<file path="config.mk">
export PLATFORM = sky130hd
export DESIGN_NAME = pcsarc_top
export DESIGN_NICKNAME = d
export VERILOG_FILES = /design/src/pcsarc_pkg.sv /design/src/pcsarc_top.sv /design/src/pcsarc_div.sv /design/src/pcsarc_start.sv
export SDC_FILE = /design/constraint.sdc
export NUM_CORES = 1
export LEC_CHECK = 0
export BUFFER_PORTS_ARGS = -buffer_cell sky130_fd_sc_hd__buf_2
export CELL_PAD_IN_SITES_DETAIL_PLACEMENT = 0
export CELL_PAD_IN_SITES_GLOBAL_PLACEMENT = 1
export CORE_MARGIN = 5
export CORE_UTILIZATION = 43
export CTS_CLUSTER_SIZE = 24
export DETAILED_ROUTE_END_ITERATION = 7
export GPL_TIMING_DRIVEN = 0
export HOLD_SLACK_MARGIN = 0.03
export PLACE_DENSITY = 0.83
export REMOVE_ABC_BUFFERS = 1
export SLEW_MARGIN = 20
export SYNTH_ARGS = -nofsm -noshare
export SYNTH_HDL_FRONTEND = slang
export SYNTH_SLANG_ARGS = --single-unit
</file>
<file path="constraint.sdc">
create_clock -name i_ref_clk -period 2.48 [get_ports i_ref_clk]
set_input_delay 0.248 -clock i_ref_clk [delete_from_list [all_inputs] [get_ports i_ref_clk]]
set_output_delay 0.248 -clock i_ref_clk [all_outputs]
set_load 0.005 [all_outputs]
</file>
<file path="src/pcsarc_pkg.sv">
// Constants and types for the clock select and reset control block
package pcsarc_pkg;

  // Register addresses
  localparam logic [23:0] ADDR_CTRL = 24'hFFFC40;
  localparam logic [23:0] ADDR_FAST = 24'hFFFC42;
  localparam logic [23:0] ADDR_SLOW = 24'hFFFC44;
  localparam logic [23:0] ADDR_AUX = 24'hFFFC46;

  // Control register bit positions
  localparam int BIT_POR = 5;
  localparam int BIT_AUX2 = 4;
  localparam int BIT_AUX1 = 3;
  localparam int BIT_PWD = 2;
  localparam int BIT_FAST = 1;
  localparam int BIT_SLOW = 0;

  // Fast prescaler field layout
  localparam int MODE_LSB = 4;
  localparam int MODE_MSB = 6;
  localparam int DIV_LSB = 0;
  localparam int DIV_MSB = 3;

  // Aux prescaler field layout
  localparam int AUX1_LSB = 0;
  localparam int AUX1_MSB = 3;
  localparam int AUX2_LSB = 4;
  localparam int AUX2_MSB = 7;

  // Reset values
  localparam logic [7:0] RST_CTRL = 8'h26;
  localparam logic [7:0] RST_FAST = 8'h4F;
  localparam logic [7:0] RST_SLOW = 8'hB6;
  localparam logic [7:0] RST_AUX = 8'hFF;

  // PLL multiplication codes
  localparam logic [2:0] MODE_X3 = 3'h3;
  localparam logic [2:0] MODE_X4 = 3'h4;
  localparam logic [2:0] MODE_X5 = 3'h5;

  // Start-up countdown
  localparam int CNT_W = 14;
  localparam logic [13:0] CNT_PRESET = 14'h3FFF;

  // Source that feeds the system divider
  typedef enum logic {SRC_MAIN, SRC_PLL} pcsarc_src_e;

endpackage

</file>
<file path="src/pcsarc_top.sv">
// Clock selection, prescalers, start-up reset and power-on flag
//
// How it works
// - PLL multiplies the 12 MHz main clock by three, four or five.
// - Fast select stays set, ignoring zero writes, until PLL is powered up and stable.
// - Writing one to fast select returns the system clock to main.
// - Selected system source passes a divider of 1 through 16.
// - Aux clocks 1 and 2 come from main clock, independent of system.
// - 14-bit counter preset 3FFF, counts down, releases reset unless pin low.
// - Slow select zero picks prescaled main, one picks 32 kHz oscillator.
// - Fast select zero feeds divider from PLL, one from main; reset main.
// - Switch to PLL ignored while powered down or not yet stable.
// - Power-down bit keeps PLL off; clear lets it run or PMM decide.
// - Setting power-down is ignored while fast select is clear.
// - Aux clock 1 runs only when enabled and main clock is stable.
// - Aux clock 2 runs only when enabled and main clock is stable.
// - Power-on flag set at power-up, cleared only by writing zero.
// - Control byte: reserved, flag, aux enables, power-down, fast, slow.
// - Mode 011 triples, 100 quadruples, 101 quintuples; resets to 100.
// - System divisor field divides the source by field plus one.
module pcsarc_top #(
  parameter logic [13:0] START_PRESET = pcsarc_pkg::CNT_PRESET
) (
  // Clock and reset
  input wire logic i_ref_clk,
  input wire logic i_rst,
  // Register port
  input wire logic [23:0] i_addr,
  input wire logic [7:0] i_wr_data,
  input wire logic i_wr_en,
  input wire logic i_rd_en,
  output logic [7:0] o_rd_data,
  // PLL and oscillators
  input wire logic i_pll_locked,
  input wire logic i_pll_tick,
  input wire logic i_slow_osc,
  output logic o_pll_stop,
  output logic [2:0] o_pll_mode,
  // Power management and external reset
  input wire logic i_pmm_pll_stop,
  input wire logic i_stop_main_osc,
  input wire logic i_ext_rst_n,
  // Clocks and reset out
  output logic o_sys_tick,
  output logic o_sys_src_pll,
  output logic o_slow_clk,
  output logic o_aux1_clk,
  output logic o_aux2_clk,
  output logic o_main_good,
  output logic o_chip_rst_n
);

  // One-hot register select, shared by the read and write paths
  function automatic logic [3:0] reg_decode(input logic [23:0] addr);
    logic [3:0] hit;
    hit = 4'h0;
    if (addr == pcsarc_pkg::ADDR_CTRL) begin
      hit = 4'h1;
    end else if (addr == pcsarc_pkg::ADDR_FAST) begin
      hit = 4'h2;
    end else if (addr == pcsarc_pkg::ADDR_SLOW) begin
      hit = 4'h4;
    end else if (addr == pcsarc_pkg::ADDR_AUX) begin
      hit = 4'h8;
    end
    return hit;
  endfunction

  // Control register fields
  logic por_flag;
  logic aux1_enable;
  logic aux2_enable;
  logic pll_power_down;
  logic fast_source_select;
  logic slow_source_select;
  logic next_por_flag;
  logic next_aux1_enable;
  logic next_aux2_enable;
  logic next_pll_power_down;
  logic next_fast_source_select;
  logic next_slow_source_select;

  // Prescaler registers
  logic [2:0] pll_mode;
  logic [3:0] system_clock_divisor;
  logic [7:0] slow_clock_prescaler;
  logic [7:0] auxiliary_clock_prescaler;
  logic [2:0] next_pll_mode;
  logic [3:0] next_system_clock_divisor;
  logic [7:0] next_slow_clock_prescaler;
  logic [7:0] next_auxiliary_clock_prescaler;
  logic [7:0] next_rd_data;

  // Synchronizer and source state
  logic lock_meta;
  logic pll_stable;
  pcsarc_pkg::pcsarc_src_e src;
  pcsarc_pkg::pcsarc_src_e next_src;

  // Clock outputs state
  logic next_pll_stop;
  logic next_slow_clk;
  logic next_aux1_clk;
  logic next_aux2_clk;
  logic next_chip_rst_n;
  logic slow_presc_clk;
  logic next_slow_presc_clk;

  // Divider links
  logic main_good;
  logic sys_tick_src;
  logic sys_pulse;
  logic sys_idle;
  logic slow_pulse;
  logic aux1_pulse;
  logic aux2_pulse;
  logic aux1_run;
  logic aux2_run;
  logic [3:0] hit_wr;
  logic [3:0] hit_rd;

  assign hit_wr = reg_decode(i_addr);
  assign hit_rd = hit_wr;

  // Register writes
  always_comb begin
    next_por_flag = por_flag;
    next_aux1_enable = aux1_enable;
    next_aux2_enable = aux2_enable;
    next_pll_power_down = pll_power_down;
    next_fast_source_select = fast_source_select;
    next_slow_source_select = slow_source_select;
    next_pll_mode = pll_mode;
    next_system_clock_divisor = system_clock_divisor;
    next_slow_clock_prescaler = slow_clock_prescaler;
    next_auxiliary_clock_prescaler = auxiliary_clock_prescaler;
    if (i_wr_en && hit_wr[0]) begin
      // Only a zero clears the flag; ones leave it alone
      if (!i_wr_data[pcsarc_pkg::BIT_POR]) begin
        next_por_flag = 1'b0;
      end
      next_aux1_enable = i_wr_data[pcsarc_pkg::BIT_AUX1];
      next_aux2_enable = i_wr_data[pcsarc_pkg::BIT_AUX2];
      if (i_wr_data[pcsarc_pkg::BIT_PWD]) begin
        // PLL must not stop under a running system clock
        if (fast_source_select) begin
          next_pll_power_down = 1'b1;
        end
      end else begin
        next_pll_power_down = 1'b0;
      end
      if (i_wr_data[pcsarc_pkg::BIT_FAST]) begin
        next_fast_source_select = 1'b1;
      end else if (!pll_power_down && pll_stable) begin
        next_fast_source_select = 1'b0;
      end
      next_slow_source_select = i_wr_data[pcsarc_pkg::BIT_SLOW];
    end
    if (i_wr_en && hit_wr[1]) begin
      // No guard against writes while on the PLL: software keeps off
      next_pll_mode = i_wr_data[pcsarc_pkg::MODE_MSB:pcsarc_pkg::MODE_LSB];
      next_system_clock_divisor =
        i_wr_data[pcsarc_pkg::DIV_MSB:pcsarc_pkg::DIV_LSB];
    end
    if (i_wr_en && hit_wr[2]) begin
      next_slow_clock_prescaler = i_wr_data;
    end
    if (i_wr_en && hit_wr[3]) begin
      next_auxiliary_clock_prescaler = i_wr_data;
    end
  end

  always_ff @(posedge i_ref_clk) begin
    if (i_rst) begin
      por_flag <= pcsarc_pkg::RST_CTRL[pcsarc_pkg::BIT_POR];
      aux1_enable <= pcsarc_pkg::RST_CTRL[pcsarc_pkg::BIT_AUX1];
      aux2_enable <= pcsarc_pkg::RST_CTRL[pcsarc_pkg::BIT_AUX2];
      pll_power_down <= pcsarc_pkg::RST_CTRL[pcsarc_pkg::BIT_PWD];
      fast_source_select <= pcsarc_pkg::RST_CTRL[pcsarc_pkg::BIT_FAST];
      slow_source_select <= pcsarc_pkg::RST_CTRL[pcsarc_pkg::BIT_SLOW];
      pll_mode <=
        pcsarc_pkg::RST_FAST[pcsarc_pkg::MODE_MSB:pcsarc_pkg::MODE_LSB];
      system_clock_divisor <=
        pcsarc_pkg::RST_FAST[pcsarc_pkg::DIV_MSB:pcsarc_pkg::DIV_LSB];
      slow_clock_prescaler <= pcsarc_pkg::RST_SLOW;
      auxiliary_clock_prescaler <= pcsarc_pkg::RST_AUX;
    end else begin
      por_flag <= next_por_flag;
      aux1_enable <= next_aux1_enable;
      aux2_enable <= next_aux2_enable;
      pll_power_down <= next_pll_power_down;
      fast_source_select <= next_fast_source_select;
      slow_source_select <= next_slow_source_select;
      pll_mode <= next_pll_mode;
      system_clock_divisor <= next_system_clock_divisor;
      slow_clock_prescaler <= next_slow_clock_prescaler;
      auxiliary_clock_prescaler <= next_auxiliary_clock_prescaler;
    end
  end

  // Register reads, data valid one cycle after the strobe
  always_comb begin
    next_rd_data = 8'h00;
    if (i_rd_en) begin
      if (hit_rd[0]) begin
        next_rd_data = {2'h0, por_flag, aux2_enable, aux1_enable,
          pll_power_down, fast_source_select, slow_source_select};
      end else if (hit_rd[1]) begin
        next_rd_data = {1'b0, pll_mode, system_clock_divisor};
      end else if (hit_rd[2]) begin
        next_rd_data = slow_clock_prescaler;
      end else if (hit_rd[3]) begin
        next_rd_data = auxiliary_clock_prescaler;
      end
    end
  end

  always_ff @(posedge i_ref_clk) begin
    if (i_rst) begin
      o_rd_data <= 8'h00;
    end else begin
      o_rd_data <= next_rd_data;
    end
  end

  // Lock indication comes from the analog PLL, so two flops first
  always_ff @(posedge i_ref_clk) begin
    if (i_rst) begin
      lock_meta <= 1'b0;
      pll_stable <= 1'b0;
    end else begin
      lock_meta <= i_pll_locked;
      pll_stable <= lock_meta;
    end
  end

  // Source state: change only on a divider boundary
  always_comb begin
    next_src = src;
    case (src)
      pcsarc_pkg::SRC_MAIN: begin
        if (!fast_source_select && sys_idle) begin
          next_src = pcsarc_pkg::SRC_PLL;
        end
      end
      pcsarc_pkg::SRC_PLL: begin
        if (fast_source_select && sys_idle) begin
          next_src = pcsarc_pkg::SRC_MAIN;
        end
      end
      default: begin
        next_src = pcsarc_pkg::SRC_MAIN;
      end
    endcase
  end

  always_ff @(posedge i_ref_clk) begin
    if (i_rst) begin
      src <= pcsarc_pkg::SRC_MAIN;
    end else begin
      src <= next_src;
    end
  end

  // Main clock ticks every cycle; PLL ticks arrive as a pulse stream
  assign sys_tick_src = (src == pcsarc_pkg::SRC_PLL) ? i_pll_tick : 1'b1;

  pcsarc_div #(
    .W(4)
  ) u_sys_div (
    .i_ref_clk(i_ref_clk),
    .i_rst(i_rst),
    .i_run(main_good),
    .i_tick(sys_tick_src),
    .i_div(system_clock_divisor),
    .o_pulse(sys_pulse),
    .o_idle(sys_idle)
  );

  pcsarc_div #(
    .W(8)
  ) u_slow_div (
    .i_ref_clk(i_ref_clk),
    .i_rst(i_rst),
    .i_run(main_good),
    .i_tick(1'b1),
    .i_div(slow_clock_prescaler),
    .o_pulse(slow_pulse),
    .o_idle()
  );

  assign aux1_run = aux1_enable && main_good;
  assign aux2_run = aux2_enable && main_good;

  // Aux dividers see only the main clock, never the system divider
  pcsarc_div #(
    .W(4)
  ) u_aux1_div (
    .i_ref_clk(i_ref_clk),
    .i_rst(i_rst),
    .i_run(aux1_run),
    .i_tick(1'b1),
    .i_div(auxiliary_clock_prescaler[pcsarc_pkg::AUX1_MSB:
      pcsarc_pkg::AUX1_LSB]),
    .o_pulse(aux1_pulse),
    .o_idle()
  );

  pcsarc_div #(
    .W(4)
  ) u_aux2_div (
    .i_ref_clk(i_ref_clk),
    .i_rst(i_rst),
    .i_run(aux2_run),
    .i_tick(1'b1),
    .i_div(auxiliary_clock_prescaler[pcsarc_pkg::AUX2_MSB:
      pcsarc_pkg::AUX2_LSB]),
    .o_pulse(aux2_pulse),
    .o_idle()
  );

  // Oscillator stop restarts the countdown as well as reset does
  pcsarc_start #(
    .PRESET(START_PRESET)
  ) u_start (
    .i_ref_clk(i_ref_clk),
    .i_rst(i_rst),
    .i_preset(i_stop_main_osc),
    .o_good(main_good)
  );

  // Clock outputs
  always_comb begin
    // PMM may stop the PLL only while the system runs from main
    next_pll_stop = pll_power_down ||
      (i_pmm_pll_stop && fast_source_select &&
      src == pcsarc_pkg::SRC_MAIN);
    next_slow_presc_clk = slow_presc_clk;
    if (!main_good) begin
      next_slow_presc_clk = 1'b0;
    end else if (slow_pulse) begin
      next_slow_presc_clk = !slow_presc_clk;
    end
    next_slow_clk = slow_source_select ? i_slow_osc
      : slow_presc_clk;
    // Stopped aux clocks park low
    next_aux1_clk = o_aux1_clk;
    if (!aux1_run) begin
      next_aux1_clk = 1'b0;
    end else if (aux1_pulse) begin
      next_aux1_clk = !o_aux1_clk;
    end
    next_aux2_clk = o_aux2_clk;
    if (!aux2_run) begin
      next_aux2_clk = 1'b0;
    end else if (aux2_pulse) begin
      next_aux2_clk = !o_aux2_clk;
    end
    next_chip_rst_n = main_good && i_ext_rst_n;
  end

  always_ff @(posedge i_ref_clk) begin
    if (i_rst) begin
      o_pll_stop <= 1'b1;
      o_pll_mode <= pcsarc_pkg::MODE_X4;
      o_sys_tick <= 1'b0;
      o_sys_src_pll <= 1'b0;
      slow_presc_clk <= 1'b0;
      o_slow_clk <= 1'b0;
      o_aux1_clk <= 1'b0;
      o_aux2_clk <= 1'b0;
      o_main_good <= 1'b0;
      o_chip_rst_n <= 1'b0;
    end else begin
      o_pll_stop <= next_pll_stop;
      o_pll_mode <= pll_mode;
      o_sys_tick <= sys_pulse;
      o_sys_src_pll <= (next_src == pcsarc_pkg::SRC_PLL);
      slow_presc_clk <= next_slow_presc_clk;
      o_slow_clk <= next_slow_clk;
      o_aux1_clk <= next_aux1_clk;
      o_aux2_clk <= next_aux2_clk;
      o_main_good <= main_good;
      o_chip_rst_n <= next_chip_rst_n;
    end
  end

endmodule // pcsarc_top

</file>
<file path="src/pcsarc_div.sv">
// Programmable tick divider: pulses once every div+1 input ticks
module pcsarc_div #(
  parameter int W = 4
) (
  // Clock and reset
  input wire logic i_ref_clk,
  input wire logic i_rst,
  // Control
  input wire logic i_run,
  input wire logic i_tick,
  input wire logic [W-1:0] i_div,
  // Result
  output logic o_pulse,
  output logic o_idle
);

  logic [W-1:0] count;
  logic [W-1:0] next_count;
  logic next_pulse;

  always_comb begin
    next_count = count;
    next_pulse = 1'b0;
    if (!i_run) begin
      next_count = '0;
    end else if (i_tick) begin
      if (count >= i_div) begin
        next_count = '0;
        next_pulse = 1'b1;
      end else begin
        next_count = W'(count + 1'b1);
      end
    end
  end

  always_ff @(posedge i_ref_clk) begin
    if (i_rst) begin
      count <= '0;
      o_pulse <= 1'b0;
    end else begin
      count <= next_count;
      o_pulse <= next_pulse;
    end
  end

  // Idle means a period boundary: safe point to change the source
  assign o_idle = (count == '0);

endmodule // pcsarc_div

</file>
<file path="src/pcsarc_start.sv">
// Start-up countdown that marks the main clock as good at zero
module pcsarc_start #(
  parameter logic [13:0] PRESET = pcsarc_pkg::CNT_PRESET
) (
  // Clock and reset
  input wire logic i_ref_clk,
  input wire logic i_rst,
  // Control
  input wire logic i_preset,
  // Result
  output logic o_good
);

  logic [pcsarc_pkg::CNT_W-1:0] count;
  logic [pcsarc_pkg::CNT_W-1:0] next_count;
  logic next_good;

  always_comb begin
    next_count = count;
    if (i_preset) begin
      next_count = PRESET;
    end else if (count != '0) begin
      next_count = pcsarc_pkg::CNT_W'(count - 1'b1);
    end
    next_good = (next_count == '0);
  end

  always_ff @(posedge i_ref_clk) begin
    if (i_rst) begin
      count <= PRESET;
      o_good <= 1'b0;
    end else begin
      count <= next_count;
      o_good <= next_good;
    end
  end

endmodule // pcsarc_start

</file>
==> summary.md, run 1 <==
| Metric | Value |
|---|---|
| Initial Util | `44.3%` |
| Cell Chain, Critical Path | `inv_1, ha_1, or3b_4, nor2_4, nand3_4, o32ai_2, nand4b_1, nor4_2` |
| CTS root buffer | `clkbuf_8` |
| Hpwl dp | `6120 um` |
| Setup violators final | `0` |
| Crit path required time | `2.76 ns` |
| Hold buffer count at cts | `0` |
| Max Clk Rate | `440 MHz` |
| Max-cap violations | `0` |
| Hold Crit Start | `i_ext_rst_n` |
| Filler Cell Count | `857` |
| Area grow syn2layout | `16.4%` |
| Vias in the first global route | `2912` |
| Layout Cells excl Fill | `626` |
| DRT Pass-1 Iters | `4` |
| RD Place Congestion | `0.823` |
| Hold path depth | `2` |
| Crit Path Max Fanout | `10` |
| H-Tree Level Count | `3` |
| Post-CTS Setup Inserts | `0` |
| Port buffer count | `60` |
| Synth cell count leaders | `90 x dfxtp_1, 52 x nor2_1, 49 x nand2_1, 30 x inv_1, 30 x mux2i_1` |
| Placed cell area | `4520 sq um` |
| Largest net degree at the start of global routing | `24` |
| DR vias/cell | `4.88` |
| Cell variety after synth | `51` |
| Outcome | `finished, final reports clean` |
| Die area | `11600 sq um` |
| Share of layout cells above drive strength 1 | `19.6%` |
| Layout Skew | `0.0150 ns` |
| Top post-synthesis cells by area | `dfxtp_1 44%, ha_1 8.0%, mux2i_1 7.3%` |
| Drt drc | `0` |
| Reg-to-reg startpoint | `u_start.count[0]` |
| Num rows | `35` |
| Post-layout nets | `559` |
| Hold_ws | `0.0828 ns` |
| Die Span X | `108 um` |
| Chip height | `108 um` |
| CTS tree | `built` |
| Cts bufs inserted | `9` |
| DR vias | `3054` |
| Max VDD drop | `0.000291 V` |
| Reg2reg setup slack | `0.21 ns` |
| Iter 0 DRT Violations | `96` |
| Clock latency on the worst-skew pair | `0.36 ns` |
| First-pass GRT wire length | `14000 um` |
| CP startpoint kind | `flop` |
| Post-synth EDFFs | `0` |
| Hold Violations, Final | `0` |
| GRT Total Usage | `14.9%` |
| Initial antenna violation count | `0` |
| PwrDens | `566 nW/um^2` |
| Crit path max-delay family | `simple AND/OR/NAND/NOR gates` |
| Post-synth top area cell | `dfxtp_1` |
| Buffers & Inverters on Critical Path | `1` |
| Wirelength per Cell | `13.3 um` |
| Max-slew headroom | `35.7%` |
| Placed Cells | `609` |
| Leakage | `2.31 nW` |
| WL final | `8310 um` |
| Ports | `61` |
| Synth Instances | `429` |
| Max Root-Sink Buffers | `2` |
| Clock transition at path regs | `0.10 ns` |
| R2r endpoint | `u_start.o_good` |
| Main synth FF type | `dfxtp_1` |
| Critical path class | `flop to flop` |
| Actual slew at the worst max-slew pin | `0.957 ns` |
| WP data arrival | `2.55 ns` |
| Ys async rst share | `0%` |
| Clock sinks | `90` |
| Slowest CP cell | `or3b_4` |
| Cell Area, Synth | `4090 sq um` |
| GRT overflow | `0` |
| Max Transition Viols Final | `0` |
| #FFs+latches synth | `90` |
| Area fraction of the dominant cell type after synthesis | `44.1%` |
| WHS Endpoint | `o_chip_rst_n` |
| Hold WC Path Type | `input pin to flop` |
| Mapped Avg Cell Area | `9.53 sq um` |
| Finished Cell Area | `4760 sq um` |
| Min Tclk post-route | `2.27 ns` |
| Unrepaired setup endpoints after global routing | `false` |
| Reg2Reg Depth | `8` |
| Critical Path End Type | `flop` |
| YS warnings | `0` |
| Fin crit share | `91.6%` |
| Seq/Total Area, Yosys | `44.1%` |
| PostCTS Resize Cnt | `0` |
| Antenna viol nets, final | `0` |
| Slowest Stage Delay on Critical Path | `0.45 ns` |
| Core Footprint | `9240 sq um` |
| Most numerous cell in the Yosys netlist | `dfxtp_1` |
| Fin Setup TNS | `0 ns` |
==> power breakdown <==
| part | total (W) | switching, W | internal (W) |
|---|---|---|---|
| clock | 0.00116 | 0.000548 | 0.000608 |
| combinational | 0.0000902 | 0.0000487 | 0.0000415 |
| sequential | 0.00145 | 0.00000275 | 0.00145 |
| total | 0.00270 | 0.000600 | 0.00210 |
==> worst max path at each step <==
stage                     slack (ns)                 endpoint  depth (start not counted)             start
after CTS                       0.04           u_start.o_good                          8  u_start.count[0]
after floorplan                 0.38           u_start.o_good                          8  u_start.count[0]
after global routing            0.05           u_start.o_good                          8  u_start.count[0]
after detailed placement        0.06  system_clock_divisor[3]                          7        i_addr[19]
final                           0.21           u_start.o_good                          8  u_start.count[0]
after global placement          0.05              pll_mode[0]                          7        i_addr[19]
==> layout by cell type, fill, tap and decap left out, drive strengths merged, types with 2 or more instances in the layout <==
cell / synthesis / routed
a211oi: 2 / 2
a21o: 8 / 8
a21oi: 5 / 5
buf: 4 / 60
bufinv: 0 / 2
clkbuf: 5 / 10
clkinv: 1 / 2
dfxtp: 90 / 90
ha: 26 / 26
inv: 30 / 33
mux2i: 30 / 30
mux4: 6 / 6
nand2: 49 / 49
nand2b: 7 / 7
nand3: 18 / 18
nand3b: 3 / 3
nand4: 3 / 3
nand4b: 4 / 4
nor2: 53 / 53
nor2b: 14 / 14
nor3: 7 / 7
nor3b: 2 / 2
nor4: 4 / 4
o211ai: 7 / 7
o21a: 2 / 2
o21ai: 8 / 8
or2: 2 / 2
or3: 2 / 2
or4: 2 / 2
xnor2: 10 / 10
xor2: 10 / 10
==> per-layer routing <==
layer,vias to the layer above,global-route usage [%],wire length (um)
li1,1592,-,-
met1,1397,20.5,4130
met2,56,22.7,3590
met3,9,4.02,492
met4,0,4.60,100
met5,-,0,0
==> kinds of logic after synthesis <==
logic type      after synthesis  synth area share [%]
mux                          37                  10.9
simple gates                175                  21.9
fa+ha+maj                    26                  7.95
xor+xnor                     20                  4.28
compound gates               41                  7.13
flops                        90                  44.1
buf+inv                      40                  3.73
==> stage by stage <==
step / total power, W / utilization (%) / setup slack [ns]
after global routing: 0.00279 / 51.5 / 0.0476
after detailed placement: 0.00157 / 48.9 / 0.0553
after CTS: 0.00273 / 51.4 / 0.0378
after floorplan: 0.00151 / - / 0.380
final: 0.00270 / 51.5 / 0.208
after global placement: 0.00157 / 48.9 / 0.0503
==> final cells by class <==
cell class / instances / area [sq um] / area share [%]
multi-input cells: 299 / 2150 / 45.1
flip-flops and latches: 90 / 1800 / 37.8
repair buffers: 60 / 300 / 6.31
well taps: 129 / 161 / 3.39
clock buffers: 10 / 138 / 2.89
inverters: 31 / 116 / 2.44
clock inverters: 6 / 95.1 / 2.00
diodes: 1 / 2.50 / 0.0526
==> sequential cells by signal, indices dropped and copies added (netlist names), 3 cells and up, named ones only <==
signal	count
u_aux1_div.count	4
u_slow_div.count	8
u_start.count	14
u_sys_div.count	4
pll_mode	3
o_rd_data	8
system_clock_divisor	4
o_pll_mode	3
slow_clock_prescaler	8
u_aux2_div.count	4
auxiliary_clock_prescaler	8
(Power assumes the default switching activity.)
==> run 2, diff against run 1 <==
--- a/config.mk
+++ b/config.mk
@@ -8,6 +8,7 @@
 export BUFFER_PORTS_ARGS = -buffer_cell sky130_fd_sc_hd__buf_2
 export CELL_PAD_IN_SITES_DETAIL_PLACEMENT = 0
 export CELL_PAD_IN_SITES_GLOBAL_PLACEMENT = 1
+export CORE_ASPECT_RATIO = 1.4
 export CORE_MARGIN = 5
 export CORE_UTILIZATION = 43
 export CTS_CLUSTER_SIZE = 24
==> run 2 against run 1 <==
Net effect: utilization shrank 0.073 points; maximum frequency grew 1.5%; hold slack gained 0.028 ns; combinational power shrank 1%; die area grew 0.24%; critical path depth is the same; non-clock buffer count is the same; clock skew shrank 0.0076 ns; sequential share of layout area shrank 0.62 points; clock power grew 29%.
==> summary.md, run 2 (same netlist as run 1, synthesis figures left out) <==
| Metric | Value |
|---|---|
| Hold Crit Start | `i_ext_rst_n` |
| PwrDens | `627 nW/um^2` |
| WP data arrival | `2.50 ns` |
| Hold WC Path Type | `input pin to flop` |
| Ports | `61` |
| Critical Path End Type | `flop` |
| DP Worst Slack | `0.0864 ns` |
| Fin crit share | `90.3%` |
| Vias in the first global route | `3020` |
| Biggest register | `u_start.count` |
| Actual slew at the worst max-slew pin | `0.954 ns` |
| Share of layout cells above drive strength 1 | `19.6%` |
| Leakage | `2.36 nW` |
| Critical path class | `flop to flop` |
| CTS root buffer | `clkbuf_16` |
| Die Span X | `92.4 um` |
| Iter 0 DRT Violations | `59` |
| Max VDD drop | `0.000400 V` |
| Unrepaired setup endpoints after global routing | `false` |
| Outcome | `finished, final reports clean` |
| Hold buffer count at cts | `0` |
| Max Root-Sink Buffers | `2` |
| Largest net degree at the start of global routing | `24` |
| DRT Pass-1 Iters | `4` |
| Clock transition at path regs | `0.06 ns` |
| Drt drc | `0` |
| Layout Skew | `0.00739 ns` |
| Wirelength per Cell | `13.4 um` |
| GRT overflow | `0` |
| GRT Total Usage | `14.9%` |
| Clock latency on the worst-skew pair | `0.34 ns` |
| R2r endpoint | `u_start.o_good` |
| DR vias | `3102` |
| Max-slew headroom | `35.9%` |
| Layout Cells excl Fill | `606` |
| Max Transition Viols Final | `0` |
| ANT cells | `0` |
| Max Clk Rate | `447 MHz` |
| Post-CTS Setup Inserts | `0` |
| Critical Path Source | `u_start.count[0]` |
| Chip height | `125 um` |
| Max-cap violations | `0` |
| Crit Path Max Fanout | `10` |
| Initial Util | `43.5%` |
| CTS tree | `built` |
| Reg2reg setup slack | `0.24 ns` |
| First-pass GRT wire length | `13900 um` |
| Clock sinks | `90` |
| DR vias/cell | `5.12` |
| Area grow syn2layout | `18.3%` |
| Filler Cell Count | `876` |
| Antenna viol nets, final | `0` |
| WHS Endpoint | `o_chip_rst_n` |
| PostCTS Resize Cnt | `0` |
| Hpwl dp | `6380 um` |
| Hold path depth | `2` |
| H-Tree Level Count | `3` |
| RD Place Congestion | `0.789` |
| Hold Violations, Final | `0` |
| Placed Cells | `590` |
| Reg-to-reg startpoint | `u_start.count[0]` |
| Post-layout nets | `559` |
| WL final | `8130 um` |
| Core Footprint | `9410 sq um` |
| Fin Setup TNS | `0 ns` |
| Reg2Reg Depth | `8` |
| CP startpoint kind | `flop` |
| Setup violators final | `0` |
| Commonest cells after routing, fill and taps aside | `90 x dfxtp_1, 60 x buf_2, 52 x nor2_1, 49 x nand2_1` |
| Hold_ws | `0.111 ns` |
| Num rows | `42` |
| Max reg flops | `14` |
| Port buffer count | `60` |
| Die area | `11600 sq um` |
| Crit path required time | `2.74 ns` |
| Cts bufs inserted | `9` |
| Initial antenna violation count | `0` |
| Layout Utilization | `51.4%` |
| Most common cell after layout, fill and taps aside | `dfxtp_1` |
| Min Tclk post-route | `2.24 ns` |
| Setup ws final | `0.241 ns` |
[run 2: changes by cell type in the layout (fill, tap and decap cells not counted)]
cell / previous run / this run
clkinvlp_4: 0 / 1
clkbuf_16: 0 / 9
clkbuf_8: 10 / 2
inv_6: 3 / 1
diode_2: 1 / 0
[run 2: layer usage]
| layer | vias up | global-route usage (%) | share of wire (%) |
|---|---|---|---|
| met1 | 1453 | 16.2 | 42 |
| met3 | 9 | 4.33 | 4.3 |
| met4 | 0 | 5.51 | 1.3 |
| met5 | - | 0 | 0 |
| li1 | 1597 | - | - |
| met2 | 43 | 26.9 | 53 |
[run 2: worst max-delay path, cell delays in order, from the launching register on]
cell,delay [ns]
dfxtp_1,0.36
inv_1,0.08
ha_1,0.20
or3b_4,0.45
nor2_4,0.22
nand3_4,0.17
o32ai_2,0.27
nand4b_1,0.14
nor4_2,0.26
[run 2: per-stage QoR]
step                cell area (sq um)  total power, W
floorplan                        4050         0.00151
CTS                              4830         0.00307
global placement                 4490         0.00157
global route                     4840         0.00314
detailed placement               4490         0.00157
finish                           4840         0.00304
[run 2: worst max-delay path by stage]
stage	cells after the start	to	slack, ns
2_1_floorplan	8	u_start.o_good	0.38
3_3_place_gp	7	system_clock_divisor[2]	0.07
3_5_place_dp	7	system_clock_divisor[2]	0.09
4_1_cts	8	u_start.o_good	0.07
5_1_grt	8	u_start.o_good	0.01
6_report	8	u_start.o_good	0.24
[run 2: final cells by class]
type                    count  area, sq um  area share (%)
multi-input cells         299         2150            44.3
flip-flops and latches     90         1800            37.2
repair buffers             60          300            6.20
clock buffers              11          253            5.22
well taps                 110          138            2.84
inverters                  31          116            2.40
clock inverters             5         85.1            1.76
[run 2: report_power, final]
part / total, W / internal [W] / switching (W) / leakage, nW
Clock: 0.00150 / 0.000942 / 0.000554 / 0.162
Sequential: 0.00145 / 0.00145 / 0.00000276 / 0.727
Combinational: 0.0000893 / 0.0000416 / 0.0000477 / 1.47
